`src/inc/ccpm_pkg.sv`:
```
`default_nettype none
package ccpm_pkg;
  localparam int CW = 8;
  localparam int DW = 32;
  localparam int ERR_W = 8;
  localparam int LOW_FLAGS = 5;
  localparam int OPT_W = 8;
  localparam int SW_W = 2;
  localparam int CNT_W = 2;
  localparam int OVR_N = 3;

  localparam logic [CW-1:0] CODE_INPUT3   = 8'h75;
  localparam logic [CW-1:0] CODE_INPUT1   = 8'h76;
  localparam logic [CW-1:0] CODE_INPUT2   = 8'h77;
  localparam logic [CW-1:0] CODE_PV       = 8'h78;
  localparam logic [CW-1:0] CODE_RV       = 8'h79;
  localparam logic [CW-1:0] CODE_TRIPLE   = 8'h7a;
  localparam logic [CW-1:0] CODE_OVR_OUT  = 8'h7b;
  localparam logic [CW-1:0] CODE_OVR_CSP  = 8'h7d;
  localparam logic [CW-1:0] CODE_SW_TYPE  = 8'h9d;
  localparam logic [CW-1:0] CODE_SW_VER   = 8'ha7;
  localparam logic [CW-1:0] CODE_OPTION   = 8'hb9;
  localparam logic [CW-1:0] CODE_SWITCH   = 8'hbe;
  localparam logic [CW-1:0] CODE_ERRSTAT  = 8'hff;
  localparam logic [CW-1:0] ANALOG_FIRST  = 8'h01;
  localparam logic [CW-1:0] ANALOG_LAST   = 8'h72;
  localparam logic [CW-1:0] DIGITAL_FIRST = 8'h80;
  localparam logic [CW-1:0] DIGITAL_LAST  = 8'hfa;

  localparam int EB_EMERG   = 0;
  localparam int EB_FAILSAF = 1;
  localparam int EB_CALSUM  = 2;
  localparam int EB_CFGSUM  = 3;
  localparam int EB_LIMIT   = 4;
  localparam int EB_HWFAIL  = 5;
  localparam int EB_RESTART = 6;
  localparam int EB_MEMCHG  = 7;

  localparam logic [OPT_W-1:0] OPT_WR_MASK = 8'h03;
  localparam logic [OPT_W-1:0] OPT_RESET   = 8'h03;
  localparam logic [DW-1:0]    BYTE_MAX    = 32'h0000_00ff;
  localparam logic [CNT_W-1:0] CNT_ONE     = 2'h1;
  localparam logic [CNT_W-1:0] CNT_TRIPLE  = 2'h3;

  typedef enum {
    K_READBACK, K_TRIPLE, K_OVERRIDE, K_RO_ID, K_OPTION,
    K_ERRSTAT, K_ANALOG, K_DIGITAL, K_OTHER
  } ccpm_kind_e;

  function automatic ccpm_kind_e ccpm_classify(input logic [CW-1:0] code,
                                               input logic wr);
    ccpm_kind_e k;
    k = K_OTHER;
    if (wr && (code == CODE_PV || code == CODE_OVR_OUT || code == CODE_OVR_CSP))
      k = K_OVERRIDE;
    else if (!wr && (code == CODE_OVR_OUT || code == CODE_OVR_CSP))
      k = K_OVERRIDE;
    else if (code == CODE_TRIPLE)
      k = K_TRIPLE;
    else if (code >= CODE_INPUT3 && code <= CODE_RV)
      k = K_READBACK;
    else if (code == CODE_SW_TYPE || code == CODE_SW_VER || code == CODE_SWITCH)
      k = K_RO_ID;
    else if (code == CODE_OPTION)
      k = K_OPTION;
    else if (code == CODE_ERRSTAT)
      k = K_ERRSTAT;
    else if (code >= ANALOG_FIRST && code <= ANALOG_LAST)
      k = K_ANALOG;
    else if (code >= DIGITAL_FIRST && code <= DIGITAL_LAST)
      k = K_DIGITAL;
    return k;
  endfunction

  function automatic logic [1:0] ccpm_ovr_index(input logic [CW-1:0] code);
    logic [1:0] i;
    i = 2'h0;
    if (code == CODE_OVR_OUT)
      i = 2'h1;
    else if (code == CODE_OVR_CSP)
      i = 2'h2;
    return i;
  endfunction
endpackage
`default_nettype wire

```
`src/inc/ccpm_flag_if.sv`:
```
`timescale 1ns/1ps
`default_nettype none
interface ccpm_flag_if #(parameter int W = 8);
  logic [W-1:0] set;
  logic [W-1:0] clr;
  logic [W-1:0] q;
  modport owner (output set, output clr, input q);
  modport flags (input set, input clr, output q);
endinterface
`default_nettype wire

```
`src/rtl/ccpm_change.sv`:
```
`timescale 1ns/1ps
`default_nettype none
module ccpm_change #(
  parameter int W = 5
) (
  input  wire logic         clk,
  input  wire logic         rst_n,
  input  wire logic [W-1:0] d,
  output var  logic         chg
);
  logic [W-1:0] prev;
  logic         armed;

  // The first cycle after reset is not compared, since prev holds no real history yet.
  always_ff @(posedge clk or negedge rst_n)
  begin
    if (!rst_n)
    begin
      prev  <= '0;
      armed <= 1'b0;
    end
    else
    begin
      prev  <= d;
      armed <= 1'b1;
    end
  end

  always_comb
  begin
    chg = armed && (d != prev);
  end
endmodule
`default_nettype wire

```
`src/rtl/ccpm_param_map.sv`:
```
`timescale 1ns/1ps
`default_nettype none
// Contract
// - An accepted write to an analog code in the writable range starts a memory write at once.
// - Override values are kept only in volatile registers and need slave mode.
// - An accepted write to a digital configuration code updates memory at once.
// - A write to a control-data readback code other than the process value changes nothing and gets an error answer.
// - Reads of the inputs, process value and remote value return one value in chosen units.
// - A read of the combined code returns process value, setpoint and output.
// - A read of the option status returns a value from 0 to 255 of option bits.
// - A write of the option status changes only its two lowest bits.
// - Software type, version and switch status are read only and refuse writes.
// - A read of the software type returns the fixed SW_TYPE parameter value.
// - A read of the switch status returns 0 to 3 with weight 1 for switch 1 and 2 for switch 2.
// - A read of the error status returns the bit-weighted flags with the given weights.
// - Any write to the error status clears the restart and memory-changed flags.
// - Memory-changed is set by shed, configuration or calibration change, or a low flag change.
module ccpm_param_map
  import ccpm_pkg::*;
#(
  parameter logic [OPT_W-1:0] SW_TYPE    = 8'h00,  // Arbitrary identity value.
  parameter logic [OPT_W-1:0] SW_VERSION = 8'h00   // Arbitrary identity value.
) (
  input  wire logic              clk,
  input  wire logic              rst_n,
  input  wire logic              req_valid,
  input  wire logic              req_write,
  input  wire logic [CW-1:0]     req_code,
  input  wire logic [DW-1:0]     req_data,
  input  wire logic [DW-1:0]     input_one,
  input  wire logic [DW-1:0]     input_two,
  input  wire logic [DW-1:0]     input_three,
  input  wire logic [DW-1:0]     process_value,
  input  wire logic [DW-1:0]     remote_value,
  input  wire logic [DW-1:0]     setpoint_value,
  input  wire logic [DW-1:0]     output_value,
  input  wire logic              comm_units_eng,
  input  wire logic              slave_mode,
  input  wire logic [OPT_W-1:0]  options_installed,
  input  wire logic [SW_W-1:0]   switch_closed,
  input  wire logic              emergency_manual,
  input  wire logic              failsafe,
  input  wire logic              param_limit,
  input  wire logic              hardware_failure,
  input  wire logic              cal_cksum_fail,
  input  wire logic              cfg_cksum_fail,
  input  wire logic              cksum_recomputed,
  input  wire logic              shed_event,
  input  wire logic              config_changed,
  input  wire logic              calib_changed,
  output logic                   rsp_valid,
  output logic                   rsp_error,
  output logic                   rsp_units_eng,
  output logic [CNT_W-1:0]       rsp_count,
  output logic [DW-1:0]          rsp_data,
  output logic [DW-1:0]          rsp_data2,
  output logic [DW-1:0]          rsp_data3,
  output logic                   nvm_write_stb,
  output logic [CW-1:0]          nvm_code,
  output logic [DW-1:0]          nvm_data,
  output logic [DW-1:0]          ovr_pv,
  output logic [DW-1:0]          ovr_out,
  output logic [DW-1:0]          ovr_csp,
  output logic [OVR_N-1:0]       ovr_valid,
  output logic [1:0]             input3_enable,
  output logic [ERR_W-1:0]       error_status
);
  ccpm_flag_if #(.W(ERR_W)) eflags ();
  ccpm_kind_e       kind;
  logic             wr_ok;
  logic             low_chg;
  logic             errstat_wr;
  logic [1:0]       oidx;
  logic [DW-1:0]    ovr_mem [OVR_N];
  logic [1:0]       opt_bits;
  logic             next_err;
  logic [CNT_W-1:0] next_cnt;
  logic [DW-1:0]    next_d1;
  logic [DW-1:0]    next_d2;
  logic [DW-1:0]    next_d3;

  ccpm_sticky #(.W(ERR_W)) u_sticky (
    .clk   (clk),
    .rst_n (rst_n),
    .f     (eflags.flags)
  );

  ccpm_change #(.W(LOW_FLAGS)) u_change (
    .clk   (clk),
    .rst_n (rst_n),
    .d     (eflags.q[LOW_FLAGS-1:0]),
    .chg   (low_chg)
  );

  always_comb
  begin
    kind       = ccpm_classify(req_code, req_write);
    oidx       = ccpm_ovr_index(req_code);
    errstat_wr = req_valid && req_write && kind == K_ERRSTAT;
  end

  // Level conditions follow their inputs; sticky ones are set by events.
  always_comb
  begin
    eflags.set = '0;
    eflags.clr = '0;
    eflags.set[EB_EMERG]   = emergency_manual;
    eflags.set[EB_FAILSAF] = failsafe;
    eflags.set[EB_LIMIT]   = param_limit;
    eflags.set[EB_HWFAIL]  = hardware_failure;
    eflags.clr[EB_EMERG]   = !emergency_manual;
    eflags.clr[EB_FAILSAF] = !failsafe;
    eflags.clr[EB_LIMIT]   = !param_limit;
    eflags.clr[EB_HWFAIL]  = !hardware_failure;
    eflags.set[EB_CALSUM]  = cal_cksum_fail;
    eflags.set[EB_CFGSUM]  = cfg_cksum_fail;
    eflags.clr[EB_CALSUM]  = cksum_recomputed;
    eflags.clr[EB_CFGSUM]  = cksum_recomputed;
    eflags.set[EB_RESTART] = shed_event;
    eflags.set[EB_MEMCHG]  = shed_event || config_changed || calib_changed || low_chg;
    eflags.clr[EB_RESTART] = errstat_wr;
    eflags.clr[EB_MEMCHG]  = errstat_wr;
  end

  // Request decode: answer data, count and error flag for the next cycle.
  always_comb
  begin
    next_err = 1'b0;
    next_cnt = CNT_ONE;
    next_d1  = '0;
    next_d2  = '0;
    next_d3  = '0;
    wr_ok    = 1'b0;
    case (kind)
      K_READBACK:
      begin
        if (req_write)
          next_err = 1'b1;
        else if (req_code == CODE_INPUT1)
          next_d1 = input_one;
        else if (req_code == CODE_INPUT2)
          next_d1 = input_two;
        else if (req_code == CODE_INPUT3)
          next_d1 = input_three;
        else if (req_code == CODE_PV)
          next_d1 = process_value;
        else
          next_d1 = remote_value;
      end
      K_TRIPLE:
      begin
        next_err = req_write;
        next_cnt = CNT_TRIPLE;
        next_d1  = process_value;
        next_d2  = setpoint_value;
        next_d3  = output_value;
      end
      K_OVERRIDE:
      begin
        if (req_write)
        begin
          next_err = !slave_mode;
          wr_ok    = slave_mode;
        end
        next_d1 = ovr_mem[oidx];
      end
      K_RO_ID:
      begin
        next_err = req_write;
        if (req_code == CODE_SW_TYPE)
          next_d1 = {{(DW-OPT_W){1'b0}}, SW_TYPE};
        else if (req_code == CODE_SW_VER)
          next_d1 = {{(DW-OPT_W){1'b0}}, SW_VERSION};
        else
          next_d1 = {{(DW-SW_W){1'b0}}, switch_closed};
      end
      K_OPTION:
      begin
        if (req_write)
        begin
          next_err = req_data > BYTE_MAX;
          wr_ok    = req_data <= BYTE_MAX;
        end
        next_d1 = {{(DW-OPT_W){1'b0}}, options_installed[OPT_W-1:2], opt_bits};
      end
      K_ERRSTAT:
      begin
        wr_ok   = req_write;
        next_d1 = {{(DW-ERR_W){1'b0}}, eflags.q};
      end
      K_ANALOG, K_DIGITAL:
      begin
        next_err = !req_write;
        wr_ok    = req_write;
      end
      default:
      begin
        next_err = 1'b1;
      end
    endcase
  end

  always_ff @(posedge clk or negedge rst_n)
  begin
    if (!rst_n)
    begin
      rsp_valid     <= 1'b0;
      rsp_error     <= 1'b0;
      rsp_units_eng <= 1'b0;
      rsp_count     <= '0;
      rsp_data      <= '0;
      rsp_data2     <= '0;
      rsp_data3     <= '0;
    end
    else
    begin
      rsp_valid     <= req_valid;
      rsp_error     <= req_valid && next_err;
      rsp_units_eng <= comm_units_eng;
      rsp_count     <= req_valid ? next_cnt : '0;
      rsp_data      <= req_valid ? next_d1 : '0;
      rsp_data2     <= req_valid ? next_d2 : '0;
      rsp_data3     <= req_valid ? next_d3 : '0;
    end
  end

  // Overrides never reach the memory strobe, so they cost no retention wear.
  always_ff @(posedge clk or negedge rst_n)
  begin
    if (!rst_n)
    begin
      nvm_write_stb <= 1'b0;
      nvm_code      <= '0;
      nvm_data      <= '0;
    end
    else
    begin
      nvm_write_stb <= req_valid && wr_ok && (kind == K_ANALOG || kind == K_DIGITAL
                       || kind == K_OPTION);
      if (req_valid && wr_ok)
      begin
        nvm_code <= req_code;
        nvm_data <= req_data;
      end
    end
  end

  always_ff @(posedge clk or negedge rst_n)
  begin
    if (!rst_n)
      opt_bits <= OPT_RESET[1:0];
    else if (req_valid && wr_ok && kind == K_OPTION)
      opt_bits <= req_data[1:0] & OPT_WR_MASK[1:0];
  end

  // Leaving slave mode clears every ovr_valid bit; ovr_mem, its outputs and its reads keep the last values.
  genvar gi;
  generate
    for (gi = 0; gi < OVR_N; gi++)
    begin : g_ovr
      always_ff @(posedge clk or negedge rst_n)
      begin
        if (!rst_n)
        begin
          ovr_mem[gi]   <= '0;
          ovr_valid[gi] <= 1'b0;
        end
        else if (!slave_mode)
          ovr_valid[gi] <= 1'b0;
        else if (req_valid && wr_ok && kind == K_OVERRIDE && oidx == gi)
        begin
          ovr_mem[gi]   <= req_data;
          ovr_valid[gi] <= 1'b1;
        end
      end
    end
  endgenerate

  always_comb
  begin
    ovr_pv        = ovr_mem[0];
    ovr_out       = ovr_mem[1];
    ovr_csp       = ovr_mem[2];
    input3_enable = opt_bits;
    error_status  = eflags.q;
  end

  a_readback_wr_err: assert property (@(posedge clk) disable iff (!rst_n)
    req_valid && req_write && (kind == K_READBACK || kind == K_TRIPLE)
    |=> rsp_valid && rsp_error && !nvm_write_stb)
    else $error("readback write not refused");
  a_analog_nvm_start: assert property (@(posedge clk) disable iff (!rst_n)
    req_valid && req_write && kind == K_ANALOG
    |=> nvm_write_stb && nvm_code == $past(req_code) && !rsp_error)
    else $error("analog write did not start memory write");
  a_digital_nvm_start: assert property (@(posedge clk) disable iff (!rst_n)
    req_valid && req_write && kind == K_DIGITAL |=> nvm_write_stb && nvm_data == $past(req_data))
    else $error("digital write did not update memory");
  a_override_volatile: assert property (@(posedge clk) disable iff (!rst_n)
    req_valid && req_write && kind == K_OVERRIDE
    |=> !nvm_write_stb && (rsp_error == !$past(slave_mode)))
    else $error("override write handled wrongly");
  a_single_value_read: assert property (@(posedge clk) disable iff (!rst_n)
    req_valid && !req_write && req_code == CODE_INPUT1 |=> rsp_count == CNT_ONE
    && rsp_data == $past(input_one))
    else $error("single read returned wrong value");
  a_triple_response: assert property (@(posedge clk) disable iff (!rst_n)
    req_valid && !req_write && kind == K_TRIPLE |=> rsp_count == CNT_TRIPLE
    && rsp_data2 == $past(setpoint_value) && rsp_data3 == $past(output_value))
    else $error("triple response wrong");
  a_option_range: assert property (@(posedge clk) disable iff (!rst_n)
    req_valid && !req_write && kind == K_OPTION |=> rsp_data <= BYTE_MAX)
    else $error("option status out of range");
  a_option_limited: assert property (@(posedge clk) disable iff (!rst_n)
    req_valid && req_write && kind == K_OPTION && req_data <= BYTE_MAX
    |=> input3_enable == $past(req_data[1:0]))
    else $error("option write not limited to low bits");
  a_ro_id_refused: assert property (@(posedge clk) disable iff (!rst_n)
    req_valid && req_write && kind == K_RO_ID |=> rsp_error && !nvm_write_stb)
    else $error("read-only write accepted");
  a_sw_type_read: assert property (@(posedge clk) disable iff (!rst_n)
    req_valid && !req_write && req_code == CODE_SW_TYPE |=> rsp_data[OPT_W-1:0] == SW_TYPE)
    else $error("software type wrong");
  a_switch_read: assert property (@(posedge clk) disable iff (!rst_n)
    req_valid && !req_write && req_code == CODE_SWITCH |=> rsp_data == $past(switch_closed))
    else $error("switch status wrong");
  a_errstat_read: assert property (@(posedge clk) disable iff (!rst_n)
    req_valid && !req_write && kind == K_ERRSTAT |=> rsp_data == $past(error_status))
    else $error("error status read wrong");
  a_errstat_clear: assert property (@(posedge clk) disable iff (!rst_n)
    errstat_wr && !shed_event |=> !error_status[EB_RESTART])
    else $error("restart flag not cleared");
  a_memchg_set: assert property (@(posedge clk) disable iff (!rst_n)
    shed_event || config_changed || calib_changed |=> error_status[EB_MEMCHG])
    else $error("memory changed flag not set");
  a_level_sum: assert property (@(posedge clk) disable iff (!rst_n)
    failsafe && hardware_failure |=> error_status[EB_FAILSAF] && error_status[EB_HWFAIL])
    else $error("concurrent flags not both shown");
  a_cksum_sticky: assert property (@(posedge clk) disable iff (!rst_n)
    error_status[EB_CFGSUM] && !cksum_recomputed |=> error_status[EB_CFGSUM])
    else $error("checksum flag lost");

  c_triple_read: cover property (@(posedge clk) disable iff (!rst_n)
    req_valid && !req_write && kind == K_TRIPLE);
  c_errstat_clear: cover property (@(posedge clk) disable iff (!rst_n)
    error_status[EB_RESTART] ##1 errstat_wr);
  c_override_ok: cover property (@(posedge clk) disable iff (!rst_n)
    req_valid && req_write && kind == K_OVERRIDE && slave_mode);
endmodule
`default_nettype wire

```
`src/rtl/ccpm_sticky.sv`:
```
`timescale 1ns/1ps
`default_nettype none
module ccpm_sticky #(
  parameter int W = 8
) (
  input  wire logic   clk,
  input  wire logic   rst_n,
  ccpm_flag_if.flags  f
);
  // A set arriving in the same cycle as its clear wins, so no event is lost.
  always_ff @(posedge clk or negedge rst_n)
  begin
    if (!rst_n)
      f.q <= '0;
    else
      f.q <= (f.q & ~f.clr) | f.set;
  end
endmodule
`default_nettype wire

```
`config.mk`:
```
export PLATFORM = sky130hd
export DESIGN_NAME = ccpm_param_map
export DESIGN_NICKNAME = d
export VERILOG_FILES = /design/src/inc/ccpm_pkg.sv /design/src/inc/ccpm_flag_if.sv /design/src/rtl/ccpm_change.sv /design/src/rtl/ccpm_param_map.sv /design/src/rtl/ccpm_sticky.sv
export SDC_FILE = /design/constraint.sdc
export NUM_CORES = 1
export LEC_CHECK = 0
export BUFFER_PORTS_ARGS = -buffer_cell sky130_fd_sc_hd__buf_2
export CORE_AREA = 2 2 207 209
export CTS_CLUSTER_SIZE = 20
export DETAILED_ROUTE_END_ITERATION = 10
export DIE_AREA = 0 0 209 211
export MAX_ROUTING_LAYER = met4
export SKIP_LAST_GASP = 1
export SLEW_MARGIN = 20
export SYNTH_ARGS = -nofsm -noshare
export SYNTH_HDL_FRONTEND = slang
export SYNTH_SLANG_ARGS = --single-unit
```
`constraint.sdc`:
```
create_clock -name clk -period 1.8 [get_ports clk]
set_input_delay 0.36 -clock clk [delete_from_list [all_inputs] [get_ports clk]]
set_output_delay 0.36 -clock clk [all_outputs]
set_load 0.01 [all_outputs]
```
# Word level (Yosys, flattened, before mapping)
# Index checks and enable logic that the tools add are counted.
[word_totals]
reg_bits = 257
input_bits = 290
out_inout_bits = 251
wordCells = 145
[op_classes]
n_lt_le_gt_ge = 9
n_eq_ne = 30
mux = 42
bitwise_logic = 4
reduce_logical = 40
[ops]
columns = ["op", "n"]
rows = [
  ["$mux W32", 15],
  ["$pmux W32 S6", 1],
  ["$eq A32 B3 Y1 const B", 5],
  ["$eq A32 B4 Y1 const B", 4],
  ["$bmux W32 S2", 1],
  ["$eq A32 B2 Y1 const B", 2],
  ["$eq A8 B7 Y1 const B", 7],
  ["$eq A8 B8 Y1 const B", 5],
  ["$eq A32 B1 Y1 const B", 1],
  ["$gt A32 B8 Y1 const B", 1],
  ["$le A32 B8 Y1 const B", 1],
  ["$logic_not A32 Y1", 1],
  ["$mux W4", 6],
  ["$le A8 B7 Y1 const B", 2],
  ["$logic_and A1 B1 Y1", 16],
  ["$mux W2", 6],
  ["$mux W1", 11],
  ["$logic_or A1 B1 Y1", 10],
  ["$and A8 B8 Y8", 1],
  ["$ge A8 B1 Y1 const B", 1],
  ["$ge A8 B7 Y1 const B", 1],
  ["$ge A8 B8 Y1 const B", 1],
  ["$le A8 B8 Y1 const B", 1],
  ["$not A8 Y8", 1],
  ["14 further kinds", 24],
]

# Depth between registers and ports, before layout
[depth]
depth_word = 19
ltp_mapped = 9
ltp_nobuf = 6

# Cells and area by module
# A second synthesis with hierarchy kept.
[unflattened]
cells_unflattened = 1129
area_unflattened_um2 = 12634.6
[modules_own_cells]
columns = ["module", "instances", "cells_each", "area_per_inst_um2", "seq_area_each_um2"]
rows = [
  ["ccpm_param_map", 1, 1091, 12132.9, 6058.3],
  ["ccpm_sticky", 1, 24, 290.3, 200.2],
  ["ccpm_change", 1, 14, 211.5, 150.1],
]

# Worst setup path after synthesis
# Ideal clock, no wire load.
[synth_timing]
kind = "input port to flip-flop"
startpoint = "input req_code[1]"
endpoint = "register nvm_code[7]"
setup_time_ns = 0.125
arrival_time_ns = 2.021
required_ns = 1.675
path_slack_ns = -0.346
cell_stages = 9
n_path_buf = 3
path_cell_list = "buf_4 > nor2b_1 > and4_1 > buf_2 > nand3b_1 > nand3b_1 > a31oi_2 > buf_4 > mux2_2"
[synth_via]
elab_chain_len = 15
[synth_rtl]
columns = ["item", "line_no", "source"]
rows = [
  ["from (decl)", "ccpm_param_map.sv:28", "input wire logic [CW-1:0] req_code,"],
  ["$ge A8 B8 Y1 / $le A8 B8 Y1 (equally long branches)", "ccpm_pkg.sv:70", "else if (code >= DIGITAL_FIRST && code <= DIGITAL_LAST)"],
  ["$logic_and A1 B1 Y1", "ccpm_pkg.sv:70", ""],
  ["$mux W4", "ccpm_pkg.sv:70", ""],
  ["$mux W4", "ccpm_pkg.sv:68", "else if (code >= ANALOG_FIRST && code <= ANALOG_LAST)"],
  ["$mux W4", "ccpm_pkg.sv:66", "else if (code == CODE_ERRSTAT)"],
  ["$mux W4", "ccpm_pkg.sv:64", "else if (code == CODE_OPTION)"],
  ["$mux W4", "ccpm_pkg.sv:62", "else if (code == CODE_SW_TYPE || code == CODE_SW_VER || code == CODE_SWITCH)"],
  ["$mux W4", "ccpm_pkg.sv:60", "else if (code >= CODE_INPUT3 && code <= CODE_RV)"],
  ["$mux W32", "ccpm_pkg.sv:58", "else if (code == CODE_TRIPLE)"],
  ["$mux W32", "ccpm_pkg.sv:56", "else if (!wr && (code == CODE_OVR_OUT || code == CODE_OVR_CSP))"],
  ["$mux W32 *", "ccpm_pkg.sv:54", "if (wr && (code == CODE_PV || code == CODE_OVR_OUT || code == CODE_OVR_CSP))"],
  ["$eq A32 B3 Y1", "ccpm_param_map.sv:134", "case (kind)"],
  ["$reduce_or A3 Y1 (no line)", "--", ""],
  ["$pmux W1 S3 *", "ccpm_param_map.sv:134", ""],
  ["$logic_and A1 B1 Y1 *", "ccpm_param_map.sv:240", "if (req_valid && wr_ok)"],
  ["to (signal assigned)", "ccpm_param_map.sv:242", "nvm_code <= req_code;"],
  ["to (decl)", "ccpm_param_map.sv:59", "output logic [CW-1:0] nvm_code,"],
]
# Mark *: on every way between the ends. The rest lies on a longest branch, timed or not.
# A chain may end at the register's enable or synchronous reset.

# Worst setup path after layout
[layout_timing]
startpoint = "input req_data[21]"
endpoint = "register nvm_data[3]"
[layout_via]
elab_chain_len = 4
[layout_rtl]
columns = ["item", "line_no", "source"]
rows = [
  ["from (decl)", "ccpm_param_map.sv:29", "input wire logic [DW-1:0] req_data,"],
  ["$le A32 B8 Y1", "ccpm_param_map.sv:182", "wr_ok = req_data <= BYTE_MAX;"],
  ["$mux W1", "ccpm_param_map.sv:179", "if (req_write)"],
  ["$pmux W1 S3", "ccpm_param_map.sv:134", ""],
  ["$logic_and A1 B1 Y1", "ccpm_param_map.sv:240", ""],
  ["to (signal assigned)", "ccpm_param_map.sv:243", "nvm_data <= req_data;"],
  ["to (decl)", "ccpm_param_map.sv:60", "output logic [DW-1:0] nvm_data,"],
]
# Every way passes these cells.

==> results.yml <==
power:
  seqPwrFrac_pct: 44.0
  p_sw_share_pct: 25.1
  leakage_nw: 9.68
  p_clk_share_pct: 42.3
  power_frac_comb_pct: 13.7
  powerDensity_mw_per_mm2: 783
  p_total_mw: 13.9
  p_int_mw: 10.4
  ir_drop_mv: 0.714
  p_switching_mw: 3.49
setup_path:
  critPathMaxFanout: 7
  end_kind: "flip-flop"
  path_class: "input port to flip-flop"
  slowest_delay_ps: 310
  required_ps: 2250
  crit_chain: "buf_6 -> nor4_4 -> buf_4 -> nand4_1 -> nor2_1 -> buf_4 -> nand2_4 -> a31oi_4 -> buf_12 -> buf_12 -> buf_12 -> mux2_4"
  slowest_stage: "nor4_4"
  crit_top_cell: "buf_12"
  worstSetupStartpointType: "input port"
  arrival_ps: 2330
floorplan:
  die_y_um: 211
  core_area_mm2: 0.0418
  start_util_pct: 28.1
  fp-row-count: 75
  die_w_um: 209
  io_pins: 541
  die_area_mm2: 0.0441
yosys:
  ys.flop_type: "dfrtp_1"
  ys_ff_latch: 256
  synth_area_mm2: 0.0117
  ys_async_sr_fraction_pct: 100
  synth_nets: 1299
  synth_top_area_cell: "dfrtp_1"
  yosysWarnings: 0
  synth.avg_cell_area_um2: 11.6
  synth_top_area_share_pct: 54.2
  syn_inst: 1009
  synth-edff-count: 0
  ys_seq_area_share_pct: 54.6
  synth_area_leaders: "dfrtp_1 (54%), mux2_2 (10%), nand2_1 (5.3%), mux2_4 (3.7%), and3_1 (3.6%)"
  synth_cell_types: 61
route:
  drt_iter0_markers: 1071
  wl_per_cell_um: 23.7
  vias: 11200
  firstDrtPassIters: 8
  antenna_left: 0
  finalWirelength_mm: 52.8
  remaining_drc_errors: 0
  vias_per_cell: 5.01
cts:
  clk_path_buf_depth: 3
  htreeDepth: 1
  cts_tree: "yes"
  clockRootBuffer: "clkbuf_16"
  cts_num_sinks: 256
  path_clk_slew_ps: 60
  insertion_delay_ps: 570
  cts_buffers: 30
timing:
  fin_ws_ps: -82.6
  final-max-slew-violation-count: 0
  worstMarginPinSlew_ps: 624
  fmax_mhz: 531
  rsz0062_at_grt: "true"
  hold_viol_final: 0
  min_period_ps: 1880
  setup_viol_count_final: 24
  finalClockSkew_ps: 11.3
  relSlewSlack_pct: 58.4
  fin_setup_tns_ps: -1490
  period_share_pct: 105
finish:
  final_cell_mix: "buf_2 (530), dfrtp_1 (254), nand2_1 (165), buf_4 (134), mux2_2 (85)"
  nets: 1957
  n_fill_cell: 4023
  drive_above_1_share_pct: 54.5
  layout_commonest_cell: "buf_2"
  final-instance-count-excl-fill: 2230
  seqCellArea_mm2: 0.00641
  multiInputGateArea_mm2: 0.00521
  synthToLayoutAreaGrowth_pct: 51.1
global_routing:
  use_met1_pct: 31.3
  grt_max_degree: 69
  met2_usage_pct: 37.8
  met3_usage_pct: 4.76
  grt_pass1_wl_mm: 75.7
  grt_most_used_layer: "met2"
  grt_usage_pct: 23.8
  antenna_found_initial: 5
  grt-ovfl-total: 0
  grt_pass1_vias: 11600
place:
  dpl.hpwl_mm: 39.0
  numPlacedInstances: 2151
  io_buffers: 538
  place.gp.congestion: 0.932
status:
  outcome: "complete, but fails checks"
  violations: "setup timing"
min_path:
  hold_class: "input port to flip-flop"
job:
  maxCapViolCount: 0
==> cell type report <==
| class | count | share of cell area [%] |
|---|---|---|
| clock inverter | 5 | 0.318 |
| sequential | 256 | 36.1 |
| tap | 539 | 3.80 |
| timing repair buffer | 713 | 25.3 |
| multi-input combinational | 664 | 29.4 |
| clock buffer | 46 | 4.97 |
| inverter | 2 | 0.0423 |
| antenna | 5 | 0.0706 |
==> power by group through the flow <==
stage               clock network [mW]  logic (mW)  registers (mW)
CTS                               5.98        1.90            6.11
detailed placement                   0        1.77            6.20
finish                            5.87        1.90            6.11
global placement                     0        1.75            6.20
floorplan                            0       0.566            6.28
global route                      6.21        2.05            6.13
==> cells by family (layout without fill, tap and decap cells) <==
group	count (synthesis)	in the layout	synth area share [%]
AO/OA/AOI/OAI	163	163	10.7
XOR/XNOR	7	7	0.523
buffers and inverters	90	766	3.65
flip-flops	256	256	54.6
multiplexers	171	171	17.0
other	1	6	0.0320
AND/OR/NAND/NOR	321	322	13.5
==> path summary, 6_finish.rpt <==
check / endpoint / from / cells past startpoint / slack (ps)
setup / recovery: nvm_data[3] / req_data[21] / 12 / -80
hold / removal: rsp_data3[2] / output_value[2] / 2 / 30
setup reg to reg: rsp_data[4] / ovr_csp[4] / 3 / 300
hold reg to reg: u_change.prev[4] / u_sticky.f.q[4] / 0 / 480
max in group asynchronous: ovr_pv[0] / rst_n / 3 / 760
min in group asynchronous: rsp_data3[0] / rst_n / 2 / 330
==> registers in the layout, indices dropped and copies added (netlist names) <==
register / count
nvm_data: 32
ovr_csp: 32
ovr_out: 32
ovr_pv: 32
rsp_data2: 32
rsp_data3: 32
rsp_data: 32
nvm_code: 8
u_sticky.f.q: 8
u_change.prev: 5
ovr_valid: 3
input3_enable: 2
rsp_count: 2
nvm_write_stb: 1
rsp_error: 1
rsp_units_eng: 1
u_change.armed: 1
==> timing repair <==
| item | 4_1_cts | 5_1_grt |
|---|---|---|
| buffers inserted | 7 | 1 |
| resized for setup | 30 | 16 |
| pin swaps | 9 | 9 |
| hold buffers | 13 | 0 |
| endpoints found under the hold margin | 58 | 0 |
| endpoints found under the setup margin | 61 | 61 |
| cloned | 4 | 0 |
==> per-stage QoR <==
| stage | setup WS, ps | cell area [µm²] | util (%) | hold WS, ps |
|---|---|---|---|---|
| final | -82.6 | 17700 | 42.5 | 26.0 |
| after CTS | -121 | 17700 | 42.3 | 0.389 |
| after detailed placement | -856 | 16300 | 39.0 | 363 |
| after global routing | -107 | 17700 | 42.5 | 6.28 |
| after global placement | -844 | 16300 | 39.0 | 357 |
| after floorplan | -306 | 12000 | - | 64.4 |
==> cells in the mapped netlist, types with 4 or more instances <==
library cell	n
mux2_4	29
clkbuf_1	48
mux2_1	6
buf_4	9
dfrtp_1	254
a32o_1	31
nor4_1	8
buf_2	27
and3_1	67
nand3_1	39
mux2_2	104
a222oi_1	36
xnor2_1	4
nor2b_1	4
nor2_1	9
nand2_1	166
o21ai_0	63
mux2i_1	32
==> worst max-delay path, delay by kind of cell <==
family                 cells  cell delay (ps)
buffers and inverters      6              830
AOI/OAI and AO/OA          1              170
and+or+nand+nor            4              650
muxes                      1              310
==> metal layers <==
layer	share of wire, %	vias up	wire length (µm)
li1	-	5015	-
met1	44	5483	23000
met2	47	601	24600
met3	7.2	79	3800
met4	2.7	0	1400
met5	0	-	0
(Power assumes the default switching activity.)
